===== src/hw/bdir_pkg.sv =====
// package for the blend-done interrupt register block
// assumes an apb slave on a 200 MHz clock, byte-wide registers in low bits
package bdir_pkg;
  localparam logic [7:0] BDIR_OFS_CONTROL = 8'hB2;
  localparam logic [7:0] BDIR_OFS_STATUS  = 8'hB4;
  localparam logic [7:0] BDIR_OFS_CLEAR   = 8'hB6;
  localparam logic [7:0] BDIR_OFS_EVENTS  = 8'hC0;
  localparam logic [7:0] BDIR_OFS_MASK    = 8'hC4;
  // offsets above are word indices; one register per aligned word, byte address is four times the index
  localparam logic [9:0] BDIR_ADDR_CONTROL = {BDIR_OFS_CONTROL, 2'h0};
  localparam logic [9:0] BDIR_ADDR_STATUS  = {BDIR_OFS_STATUS, 2'h0};
  localparam logic [9:0] BDIR_ADDR_CLEAR   = {BDIR_OFS_CLEAR, 2'h0};
  localparam logic [9:0] BDIR_ADDR_EVENTS  = {BDIR_OFS_EVENTS, 2'h0};
  localparam logic [9:0] BDIR_ADDR_MASK    = {BDIR_OFS_MASK, 2'h0};
  localparam int         BDIR_BIT_ENABLE  = 0;
  localparam int         BDIR_BIT_MASKDIS = 4;
  localparam int         BDIR_BIT_STATUS  = 0;
  localparam int         BDIR_BIT_CLEAR   = 0;
  localparam logic [7:0] BDIR_CONTROL_RST = 8'h00;
  localparam logic [7:0] BDIR_CONTROL_WMASK = 8'h11;
  localparam logic [1:0] BDIR_EVT_RST     = 2'h0;
  localparam logic [1:0] BDIR_MASK_RST    = 2'h0;
  localparam logic       BDIR_IRQ_RST     = 1'h0;
  localparam logic [31:0] BDIR_PRDATA_RST = 32'h0000_0000;
endpackage : bdir_pkg


===== src/hw/bdir_apb_decode.sv =====
// apb address decode and strobes for the interrupt register block
// assumes a single-cycle apb slave (pready always high)
`timescale 1ns/1ps
`default_nettype none
module bdir_apb_decode
  import bdir_pkg::*;
(
  input  wire logic [9:0] paddr_i,
  input  wire logic       psel_i,
  input  wire logic       penable_i,
  input  wire logic       pwrite_i,
  output logic            wr_ctrl_o,
  output logic            wr_clear_o,
  output logic            wr_mask_o,
  output logic            rd_status_o,
  output logic            rd_events_o,
  output logic            hit_o
);
  logic access;
  assign access      = psel_i & penable_i;
  // a misaligned byte address matches no register and answers with an error
  assign hit_o       = (paddr_i == BDIR_ADDR_CONTROL) | (paddr_i == BDIR_ADDR_STATUS) |
                       (paddr_i == BDIR_ADDR_CLEAR) | (paddr_i == BDIR_ADDR_EVENTS) |
                       (paddr_i == BDIR_ADDR_MASK);
  assign wr_ctrl_o   = access & pwrite_i & (paddr_i == BDIR_ADDR_CONTROL);
  assign wr_clear_o  = access & pwrite_i & (paddr_i == BDIR_ADDR_CLEAR);
  assign wr_mask_o   = access & pwrite_i & (paddr_i == BDIR_ADDR_MASK);
  assign rd_status_o = access & ~pwrite_i & (paddr_i == BDIR_ADDR_STATUS);
  assign rd_events_o = access & ~pwrite_i & (paddr_i == BDIR_ADDR_EVENTS);
endmodule : bdir_apb_decode
`default_nettype wire


===== src/hw/bdir_clear_seq.sv =====
// detects the write-1-then-write-0 clear sequence on the clear register
// assumes writes arrive as one-cycle strobes with their data bit
`timescale 1ns/1ps
`default_nettype none
module bdir_clear_seq
  import bdir_pkg::*;
(
  input  wire logic ref_clk_i,
  input  wire logic rst_n_i,
  input  wire logic wr_i,
  input  wire logic bit_i,
  output logic      clear_o
);
  logic armed;
  // a lone 0 write never clears: it must follow a 1 write
  assign clear_o = wr_i & ~bit_i & armed;
  always_ff @(posedge ref_clk_i)
  begin
    if (!rst_n_i)
      armed <= 1'b0;
    else if (wr_i)
      armed <= bit_i;
  end
endmodule : bdir_clear_seq
`default_nettype wire


===== src/hw/bdir_top.sv =====
// blend-done interrupt registers: control, status, clear over apb
// assumes the blend engine gives a one-cycle done pulse on blend_done_i
// Notes on behaviour
// - mask-disable bit set bypasses the mask
// - mask-disable bit clear keeps mask in force
// - status bit 0 reads 1 after interrupt
// - status reads 0 until an interrupt occurs
// - status is read-only, writes ignored
// - reserved bits read as zero
// - bit 4 disables mask, not enables it
`timescale 1ns/1ps
`default_nettype none
module bdir_top
  import bdir_pkg::*;
(
  input  wire logic        ref_clk_i,
  input  wire logic        rst_n_i,
  input  wire logic [9:0]  paddr_i,
  input  wire logic        psel_i,
  input  wire logic        penable_i,
  input  wire logic        pwrite_i,
  input  wire logic [31:0] pwdata_i,
  output logic [31:0]      prdata_o,
  output logic             pready_o,
  output logic             pslverr_o,
  input  wire logic        blend_done_i,
  output logic             irq_o
);
  // ----------------------------------------------------------------
  // bus decode
  // ----------------------------------------------------------------
  logic        wr_ctrl;
  logic        wr_clear;
  logic        wr_mask;
  logic        rd_status;
  logic        rd_events;
  logic        hit;
  logic        clear_now;
  logic [7:0]  control;
  logic        status;
  logic [1:0]  events;
  logic [1:0]  next_events;
  logic [1:0]  evt_seen;
  logic [1:0]  mask;
  logic [1:0]  next_mask;
  logic        next_irq;
  logic        raise;
  logic        mask_open;
  logic        evt_status_set;
  logic        evt_clear_set;
  logic [1:0]  evt_set;
  logic        sel_control;
  logic        sel_status;
  logic        sel_events;
  logic        sel_mask;
  logic        rd_setup;
  logic [7:0]  rd_byte;
  logic [31:0] next_prdata;

  bdir_apb_decode u_dec (
    .paddr_i     (paddr_i),
    .psel_i      (psel_i),
    .penable_i   (penable_i),
    .pwrite_i    (pwrite_i),
    .wr_ctrl_o   (wr_ctrl),
    .wr_clear_o  (wr_clear),
    .wr_mask_o   (wr_mask),
    .rd_status_o (rd_status),
    .rd_events_o (rd_events),
    .hit_o       (hit)
  );

  bdir_clear_seq u_clr (
    .ref_clk_i (ref_clk_i),
    .rst_n_i   (rst_n_i),
    .wr_i      (wr_clear),
    .bit_i     (pwdata_i[BDIR_BIT_CLEAR]),
    .clear_o   (clear_now)
  );

  assign pready_o  = 1'b1;
  assign pslverr_o = psel_i & penable_i & ~hit;

  // ----------------------------------------------------------------
  // interrupt core
  // ----------------------------------------------------------------
  // bit 4 high opens the mask path
  assign mask_open = control[BDIR_BIT_MASKDIS];
  // the enable bit gates generation; with the mask disabled the event passes regardless
  assign raise     = blend_done_i & (control[BDIR_BIT_ENABLE] | mask_open);

  // only defined bits are writable, reserved stay zero
  always_ff @(posedge ref_clk_i)
  begin
    if (!rst_n_i)
      control <= BDIR_CONTROL_RST;
    else if (wr_ctrl)
      control <= pwdata_i[7:0] & BDIR_CONTROL_WMASK;
  end

  // set by event only, cleared by sequence; set wins
  always_ff @(posedge ref_clk_i)
  begin
    if (!rst_n_i)
      status <= 1'b0;
    else if (raise)
      status <= 1'b1;
    else if (clear_now)
      status <= 1'b0;
  end

  // ----------------------------------------------------------------
  // sticky event register, read-to-clear, and mask
  // ----------------------------------------------------------------
  assign evt_status_set = raise & ~status;
  assign evt_clear_set  = clear_now & status & ~raise;
  assign evt_set        = {evt_clear_set, evt_status_set};

  // a read clears only the bits its own data returned: an event landing
  // between the setup and the access cycle survives to the next read
  assign evt_seen = rd_events ? prdata_o[1:0] : 2'h0;

  // one sticky flag per event source; a new event beats the read clear
  for (genvar gi = 0; gi < 2; gi = gi + 1)
  begin : g_evt
    assign next_events[gi] = evt_set[gi] | (events[gi] & ~evt_seen[gi]);
  end

  assign next_mask = wr_mask ? pwdata_i[1:0] : mask;
  // irq comes from the next values, so the flop tracks events and mask with no lag
  assign next_irq  = |(next_events & next_mask);

  always_ff @(posedge ref_clk_i)
  begin
    if (!rst_n_i)
      events <= BDIR_EVT_RST;
    else
      events <= next_events;
  end

  always_ff @(posedge ref_clk_i)
  begin
    if (!rst_n_i)
      mask <= BDIR_MASK_RST;
    else
      mask <= next_mask;
  end

  always_ff @(posedge ref_clk_i)
  begin
    if (!rst_n_i)
      irq_o <= BDIR_IRQ_RST;
    else
      irq_o <= next_irq;
  end

  // ----------------------------------------------------------------
  // read data
  // ----------------------------------------------------------------
  assign sel_control = paddr_i == BDIR_ADDR_CONTROL;
  assign sel_status  = paddr_i == BDIR_ADDR_STATUS;
  assign sel_events  = paddr_i == BDIR_ADDR_EVENTS;
  assign sel_mask    = paddr_i == BDIR_ADDR_MASK;
  // reserved bits and clear read zero
  assign rd_byte     = ({8{sel_control}} & control) |
                       ({8{sel_status}} & {7'h00, status}) |
                       ({8{sel_events}} & {6'h00, events}) |
                       ({8{sel_mask}} & {6'h00, mask});
  // data is loaded in the setup cycle so it stands through the whole access cycle
  assign rd_setup    = psel_i & ~penable_i & ~pwrite_i;
  assign next_prdata = rd_setup ? {24'h00_0000, rd_byte} : prdata_o;

  always_ff @(posedge ref_clk_i)
  begin
    if (!rst_n_i)
      prdata_o <= BDIR_PRDATA_RST;
    else
      prdata_o <= next_prdata;
  end

  // ----------------------------------------------------------------
  // status checks
  // ----------------------------------------------------------------
  // read data is checked one cycle after its setup, when the master takes it
  a_status_sets: assert property (@(posedge ref_clk_i) disable iff (!rst_n_i)
    blend_done_i && control[BDIR_BIT_ENABLE] |=> status)
    else $error("status not set after enabled event");

  a_bypass_mask: assert property (@(posedge ref_clk_i) disable iff (!rst_n_i)
    blend_done_i && control[BDIR_BIT_MASKDIS] |=> status)
    else $error("mask disable did not bypass");

  a_mask_holds: assert property (@(posedge ref_clk_i) disable iff (!rst_n_i)
    !status && blend_done_i && control[7:0] == 8'h00 |=> !status)
    else $error("masked event raised status");

  a_status_quiet: assert property (@(posedge ref_clk_i) disable iff (!rst_n_i)
    !status && !blend_done_i |=> !status)
    else $error("status rose without event");

  a_status_ro: assert property (@(posedge ref_clk_i) disable iff (!rst_n_i)
    psel_i && penable_i && pwrite_i && paddr_i == BDIR_ADDR_STATUS |=> status == $past(status) || $past(raise))
    else $error("status write had effect");

  a_bit4_disable: assert property (@(posedge ref_clk_i) disable iff (!rst_n_i)
    !status && blend_done_i && !control[BDIR_BIT_ENABLE] && !control[BDIR_BIT_MASKDIS] |=> !status)
    else $error("bit 4 acted as mask enable");

  a_status_sticky: assert property (@(posedge ref_clk_i) disable iff (!rst_n_i)
    status && !clear_now |=> status)
    else $error("status dropped without clear");

  a_status_rd_keep: assert property (@(posedge ref_clk_i) disable iff (!rst_n_i)
    rd_status && !raise |=> status == $past(status))
    else $error("status read changed status");

  a_status_rd_data: assert property (@(posedge ref_clk_i) disable iff (!rst_n_i)
    rd_setup && sel_status |=> prdata_o == {31'h0, $past(status)})
    else $error("status read data wrong");

  // ----------------------------------------------------------------
  // clear sequence checks
  // ----------------------------------------------------------------
  // the arm flag lives in the clear detector; it is watched here beside its use
  a_clear_seq: assert property (@(posedge ref_clk_i) disable iff (!rst_n_i)
    wr_clear && !pwdata_i[0] && !u_clr.armed && status |=> status)
    else $error("lone zero write cleared status");

  a_clear_done: assert property (@(posedge ref_clk_i) disable iff (!rst_n_i)
    clear_now && !raise ##1 !blend_done_i |-> !status)
    else $error("clear sequence did not clear");

  a_lone_zero_keep: assert property (@(posedge ref_clk_i) disable iff (!rst_n_i)
    wr_clear && !pwdata_i[BDIR_BIT_CLEAR] && !u_clr.armed |-> !clear_now)
    else $error("unarmed zero write gave a clear");

  a_armed_clears: assert property (@(posedge ref_clk_i) disable iff (!rst_n_i)
    wr_clear && !pwdata_i[BDIR_BIT_CLEAR] && u_clr.armed |-> clear_now)
    else $error("armed zero write gave no clear");

  a_clear_reads_zero: assert property (@(posedge ref_clk_i) disable iff (!rst_n_i)
    rd_setup && paddr_i == BDIR_ADDR_CLEAR |=> prdata_o == 32'h0000_0000)
    else $error("clear register read not zero");

  // ----------------------------------------------------------------
  // register checks
  // ----------------------------------------------------------------
  // only the bus may change control and mask
  a_reserved_zero: assert property (@(posedge ref_clk_i) disable iff (!rst_n_i)
    (control & ~BDIR_CONTROL_WMASK) == 8'h00)
    else $error("reserved control bits set");

  a_ctrl_write: assert property (@(posedge ref_clk_i) disable iff (!rst_n_i)
    wr_ctrl |=> control == ($past(pwdata_i[7:0]) & BDIR_CONTROL_WMASK))
    else $error("control write lost");

  a_ctrl_stable: assert property (@(posedge ref_clk_i) disable iff (!rst_n_i)
    !wr_ctrl |=> control == $past(control))
    else $error("control changed without write");

  a_ctrl_read: assert property (@(posedge ref_clk_i) disable iff (!rst_n_i)
    rd_setup && sel_control |=> prdata_o == {24'h00_0000, $past(control)})
    else $error("control read data wrong");

  a_mask_write: assert property (@(posedge ref_clk_i) disable iff (!rst_n_i)
    wr_mask |=> mask == $past(pwdata_i[1:0]))
    else $error("mask write lost");

  a_mask_stable: assert property (@(posedge ref_clk_i) disable iff (!rst_n_i)
    !wr_mask |=> mask == $past(mask))
    else $error("mask changed without write");

  a_rd_upper_zero: assert property (@(posedge ref_clk_i) disable iff (!rst_n_i)
    prdata_o[31:8] == 24'h00_0000)
    else $error("upper read data not zero");

  // ----------------------------------------------------------------
  // event and irq checks
  // ----------------------------------------------------------------
  // irq must follow events and mask in the same cycle
  a_evt_rise: assert property (@(posedge ref_clk_i) disable iff (!rst_n_i)
    evt_status_set |=> events[0])
    else $error("status rise event lost");

  a_evt_clear_rise: assert property (@(posedge ref_clk_i) disable iff (!rst_n_i)
    evt_clear_set |=> events[1])
    else $error("status clear event lost");

  a_evt_sticky: assert property (@(posedge ref_clk_i) disable iff (!rst_n_i)
    events[0] && !rd_events |=> events[0])
    else $error("event dropped without read");

  a_evt_rd_clear: assert property (@(posedge ref_clk_i) disable iff (!rst_n_i)
    rd_events && prdata_o[0] && !evt_set[0] |=> !events[0])
    else $error("event read did not clear");

  a_irq_level: assert property (@(posedge ref_clk_i) disable iff (!rst_n_i)
    irq_o == |(events & mask))
    else $error("irq level wrong");
endmodule : bdir_top
`default_nettype wire


===== config.mk =====
export PLATFORM = sky130hd
export DESIGN_NAME = bdir_top
export DESIGN_NICKNAME = d
export VERILOG_FILES = /design/src/hw/bdir_pkg.sv /design/src/hw/bdir_apb_decode.sv /design/src/hw/bdir_clear_seq.sv /design/src/hw/bdir_top.sv
export SDC_FILE = /design/constraint.sdc
export NUM_CORES = 1
export LEC_CHECK = 0
export BUFFER_PORTS_ARGS = -buffer_cell sky130_fd_sc_hd__buf_2
export CAP_MARGIN = 10
export CORE_ASPECT_RATIO = 0.9
export CORE_MARGIN = 4
export CORE_UTILIZATION = 40
export DETAILED_ROUTE_END_ITERATION = 8
export HOLD_SLACK_MARGIN = 0.02
export PLACE_DENSITY = 0.94
export SLEW_MARGIN = 20
export SYNTH_ARGS = -nofsm -noshare
export SYNTH_HDL_FRONTEND = slang
export SYNTH_SLANG_ARGS = --single-unit

===== constraint.sdc =====
create_clock -name ref_clk_i -period 5.15 [get_ports ref_clk_i]
set_input_delay 1.03 -clock ref_clk_i [delete_from_list [all_inputs] [get_ports ref_clk_i]]
set_output_delay 1.03 -clock ref_clk_i [all_outputs]
set_load 0.005 [all_outputs]

# == Word level (Yosys, flattened, before mapping) ==
# Index checks and enable logic that the tools add are counted.
# word_totals
ff_bits,17
input_bits,48
output_inout_bits,35
word_cells,59
# classes
n_eq_ne,5
n_mux,4
bitwise,41
n_reduce_logical,2
# op_table
cell,count
equality test 10 bit (second input constant),5
OR 8 bit,3
AND 1 bit,18
AND 8 x 2 -> 8 bit,2
AND 8 x 1 -> 8 bit,1
AND 8 x 5 -> 8 bit,1
inverter 1 bit,8
OR 1 bit,7
two-way mux 2 bit,2
AND 2 bit,1
two-way mux 1 bit,2
nonzero test 2 bit,1
OR reduction 2 bit,1

# == Longest topological paths before layout ==
# logic_depth
word_depth,10
depth_mapped,5
depth_no_buf,4

# == Modules after synthesis ==
# A second synthesis with hierarchy kept.
# hier_totals
cells_unflattened,108
area_unflattened_um2,913.4
# modules_own_cells
mod,n_inst,cells_per_inst,area_each_um2,seq_area_each_um2
bdir_top,1,88,750.7,220.2
bdir_apb_decode,1,16,116.4,0.0
bdir_clear_seq,1,4,46.3,20.0

# == Least setup slack after synthesis ==
# No wires, ideal clock.
# synth_path
kind,input -> output
from,in paddr_i[1]
to,out pslverr_o
arrival_time_ps,2068
required_time_ps,4120
setup_slack_ps,2052
cell_stages,4
path_buffers,1
path_cell_list,or4_1 -> buf_2 -> o311ai_0 -> a21oi_1
# synth_via
elab_chain_cells,7
word_cells_on_any_way,11
cone_classes,eq/ne: 5; bitwise: 6
# synth_lines
item,line_no,source
from (decl),bdir_top.sv:18,"input wire logic [9:0] paddr_i,"
equality test 10 bit,bdir_apb_decode.sv:22,assign hit_o = (paddr_i == BDIR_ADDR_CONTROL) | (paddr_i == BDIR_ADDR_STATUS) |
OR 1 bit (2 in a row),bdir_apb_decode.sv:22,
OR 1 bit,bdir_apb_decode.sv:23,(paddr_i == BDIR_ADDR_CLEAR) | (paddr_i == BDIR_ADDR_EVENTS) |
OR 1 bit (*),bdir_apb_decode.sv:23,
inverter 1 bit (*),bdir_top.sv:82,assign pslverr_o = psel_i & penable_i & ~hit;
AND 1 bit (*),bdir_top.sv:82,
to (decl),bdir_top.sv:25,"output logic pslverr_o,"
# Every way passes the cells marked *; elsewhere a longest branch is shown, timed or not.

# == Worst setup path after layout ==
# Ends and elaborated chain as after synthesis.

==> out/results.ini <==
[sta]
fmax_ghz=0.294
setup_tns_ps=0
finalCritPeriodShare_pct=66.1
setup_viol=0
hold_viol_final=0
relSlewSlack_pct=57.5
tightest_slew_ps=635
rsz0062_at_grt=false
slew_viol_final=0
period_minus_slack_ps=3400
finClkSkew_ps=2.37

[floorplan]
die_area_sq_um=3120
boundaryPins=83
chipWidth_um=58.5
core_area_sq_um=2180
start_util_pct=42.0
rows=16
die_h_um=53.4

[worst_setup_path]
crit_path_max_incr_delay_ps=660
crit_path_cell_trace=buf_2 > or4_1 > o311ai_0 > a21oi_1 > buf_2
timing.critical_path.mode_cell=buf_2
cpLargestDelayFamily=simple AND/OR/NAND/NOR gates
critPathLaunchType=primary input
critPathSlowestCell=or4_1
crit_buf_inv=2
crit_type=primary input to output pin
crit_arrival_ps=2370
critPathMaxFanout=7
worst_ep_required_time_ps=4120
end_kind=output pin

[cts]
clk-insertion-delay-late_ps=270
path_clk_slew_ps=70
cts_tree=built
cts_sinks=12
cts_buffer_depth=2
cts-resized-gates=0
cts_setup_buffers=0
cts_hold_buf=0
htree_levels=1
root_buffer=clkbuf_4
cts_inserted_buffers=3

[pwr]
p_per_area_nw_per_um2=186
internal_power_w=0.000131
irDropWorstVdd_uv=93.1
comb_power_share_pct=15.6
power_frac_clock_pct=31.3
p_sw_w=0.0000469
seq_power_share_pct=53.1
power.share.switching_pct=26.3
p_leak_nw=0.437

[synth]
syn_area_sq_um=917
synthSimpleGateAreaFrac_pct=27.1
synth_seq_cells=12
yosys-top-cells-count=buf_4, dfxtp_1, a21oi_1, mux2i_1
synth_mux_area_share_pct=6.55
synth_top_family_by_area=buffers and inverters
synth-xor-area-share_pct=0
ys_types=37
avgSynthCellArea_sq_um=8.26
yosysWarnings=0
yosys.area.top_type=dfxtp_1
synth-compound-area-share_pct=11.3
ys_async_sr_fraction_pct=0
synth-seq-area-share_pct=26.2
yosys.area.top_type_share_pct=26.2
ys.flop_type=dfxtp_1
synth_edf_count=0
synth.most_common_cell=buf_4
synthCells=111
yosys.area_share.adder_pct=0
yosys-top-cells-area=dfxtp_1, buf_4, mux2i_1, a21oi_1, nand3b_1

[cells_and_area]
final_nets=183
n_antenna_cell=0
utilization_pct=44.0
syn_to_final_growth_pct=4.64
drive_gt1_share_pct=23.3
fill_cells=231

[place]
hpwl_um=1460
port_buffers=23
gp_congestion=0.820

[routing]
wl_um=1770
dr_wl_met3_um=211
vias_per_cell=4.69
top_layer_used=met4
drt_iter0_drc=22
first_pass_iters=3
wl_met1_um=812
ant_nets=0
wl_per_cell_um=11.1
dr_wl_met2_um=719
drcViolationCount=0
vias=751

[global_routing]
grt_pass1_vias=638
grt_usage_pct=11.5
antenna_found_initial=0
grt_pass1_wl_um=2690
grt_start_max_net_pins=10
grt_overflow=0

[job]
cap_viol_max_count=0

[min_path]
hold_class=flop to flop

[run_status]
status=completed

flip-flops by register name, indices dropped and copies added, names as in the netlist:
register / flops
prdata_o: 3
control: 2
u_clr.armed: 1
status: 1
events: 2
mask: 2
irq_o: 1
routing by layer:
layer | GRT usage, % | up-vias
met4 | 5.79 | 0
met2 | 16.7 | 35
met5 | 0 | -
li1 | - | 375
met3 | 3.66 | 3
met1 | 15.2 | 338
cells in the final DEF, fill, tap and decap left out, types with 3 or more instances in the layout:
cell and n:
a21oi_1 6, inv_1 5, buf_2 23, mux2i_1 6
nor2_1 5, clkbuf_4 3, nand2_1 3, nand3_1 3
conb_1 30, dfxtp_1 12, nand3b_1 3, nor3_1 3
cells by family after synthesis:
family | count (synthesis)
buffers and inverters | 38
AND/OR/NAND/NOR | 37
AO/OA/AOI/OAI | 16
flip-flops | 12
multiplexers | 6
other | 2
worst reg2reg max path: cells and delay by family (launching register included):
family          cells  cell delay (ps)
flops               1              350
compound gates      2              330
simple gates        2              500
per-stage QoR:
| step | total power (W) | instances | hold slack [ps] | worst slack (ps) | area [sq um] |
|---|---|---|---|---|---|
| after floorplan | 0.000128 | 139 | 446 | 2050 | 1020 |
| after global placement | 0.000123 | 157 | 458 | 1790 | 937 |
| after detailed placement | 0.000124 | 157 | 461 | 1770 | 937 |
| after CTS | 0.000180 | 160 | 474 | 1760 | 960 |
| after global routing | 0.000189 | 160 | 508 | 1670 | 960 |
| final | 0.000178 | 160 | 470 | 1750 | 960 |
power by group through the flow:
stage,clock network (W),logic (W),registers (W)
after CTS,0.0000579,0.0000272,0.0000946
after global placement,0,0.0000263,0.0000967
after floorplan,0,0.0000315,0.0000966
final,0.0000558,0.0000278,0.0000946
after detailed placement,0,0.0000271,0.0000968
after global routing,0.0000620,0.0000321,0.0000948
path summary, 6_finish.rpt:
check	startpoint	to	slack (ps)	depth (start not counted)
max	paddr_i[1]	pslverr_o	1750	5
min	prdata_o[4]	prdata_o[4]	470	2
max reg2reg	prdata_o[1]	irq_o	3860	4
min reg2reg	prdata_o[4]	prdata_o[4]	470	2
area by class of cell:
class	instances	area [sq um]	area share (%)
multi-input cells	89	526	54.8
clock buffers	3	22.5	2.35
inverters	6	22.5	2.35
repair buffers	23	115	12.0
well taps	27	33.8	3.52
flip-flops and latches	12	240	25.0
No activity file was read; power rests on OpenSTA's default activity.
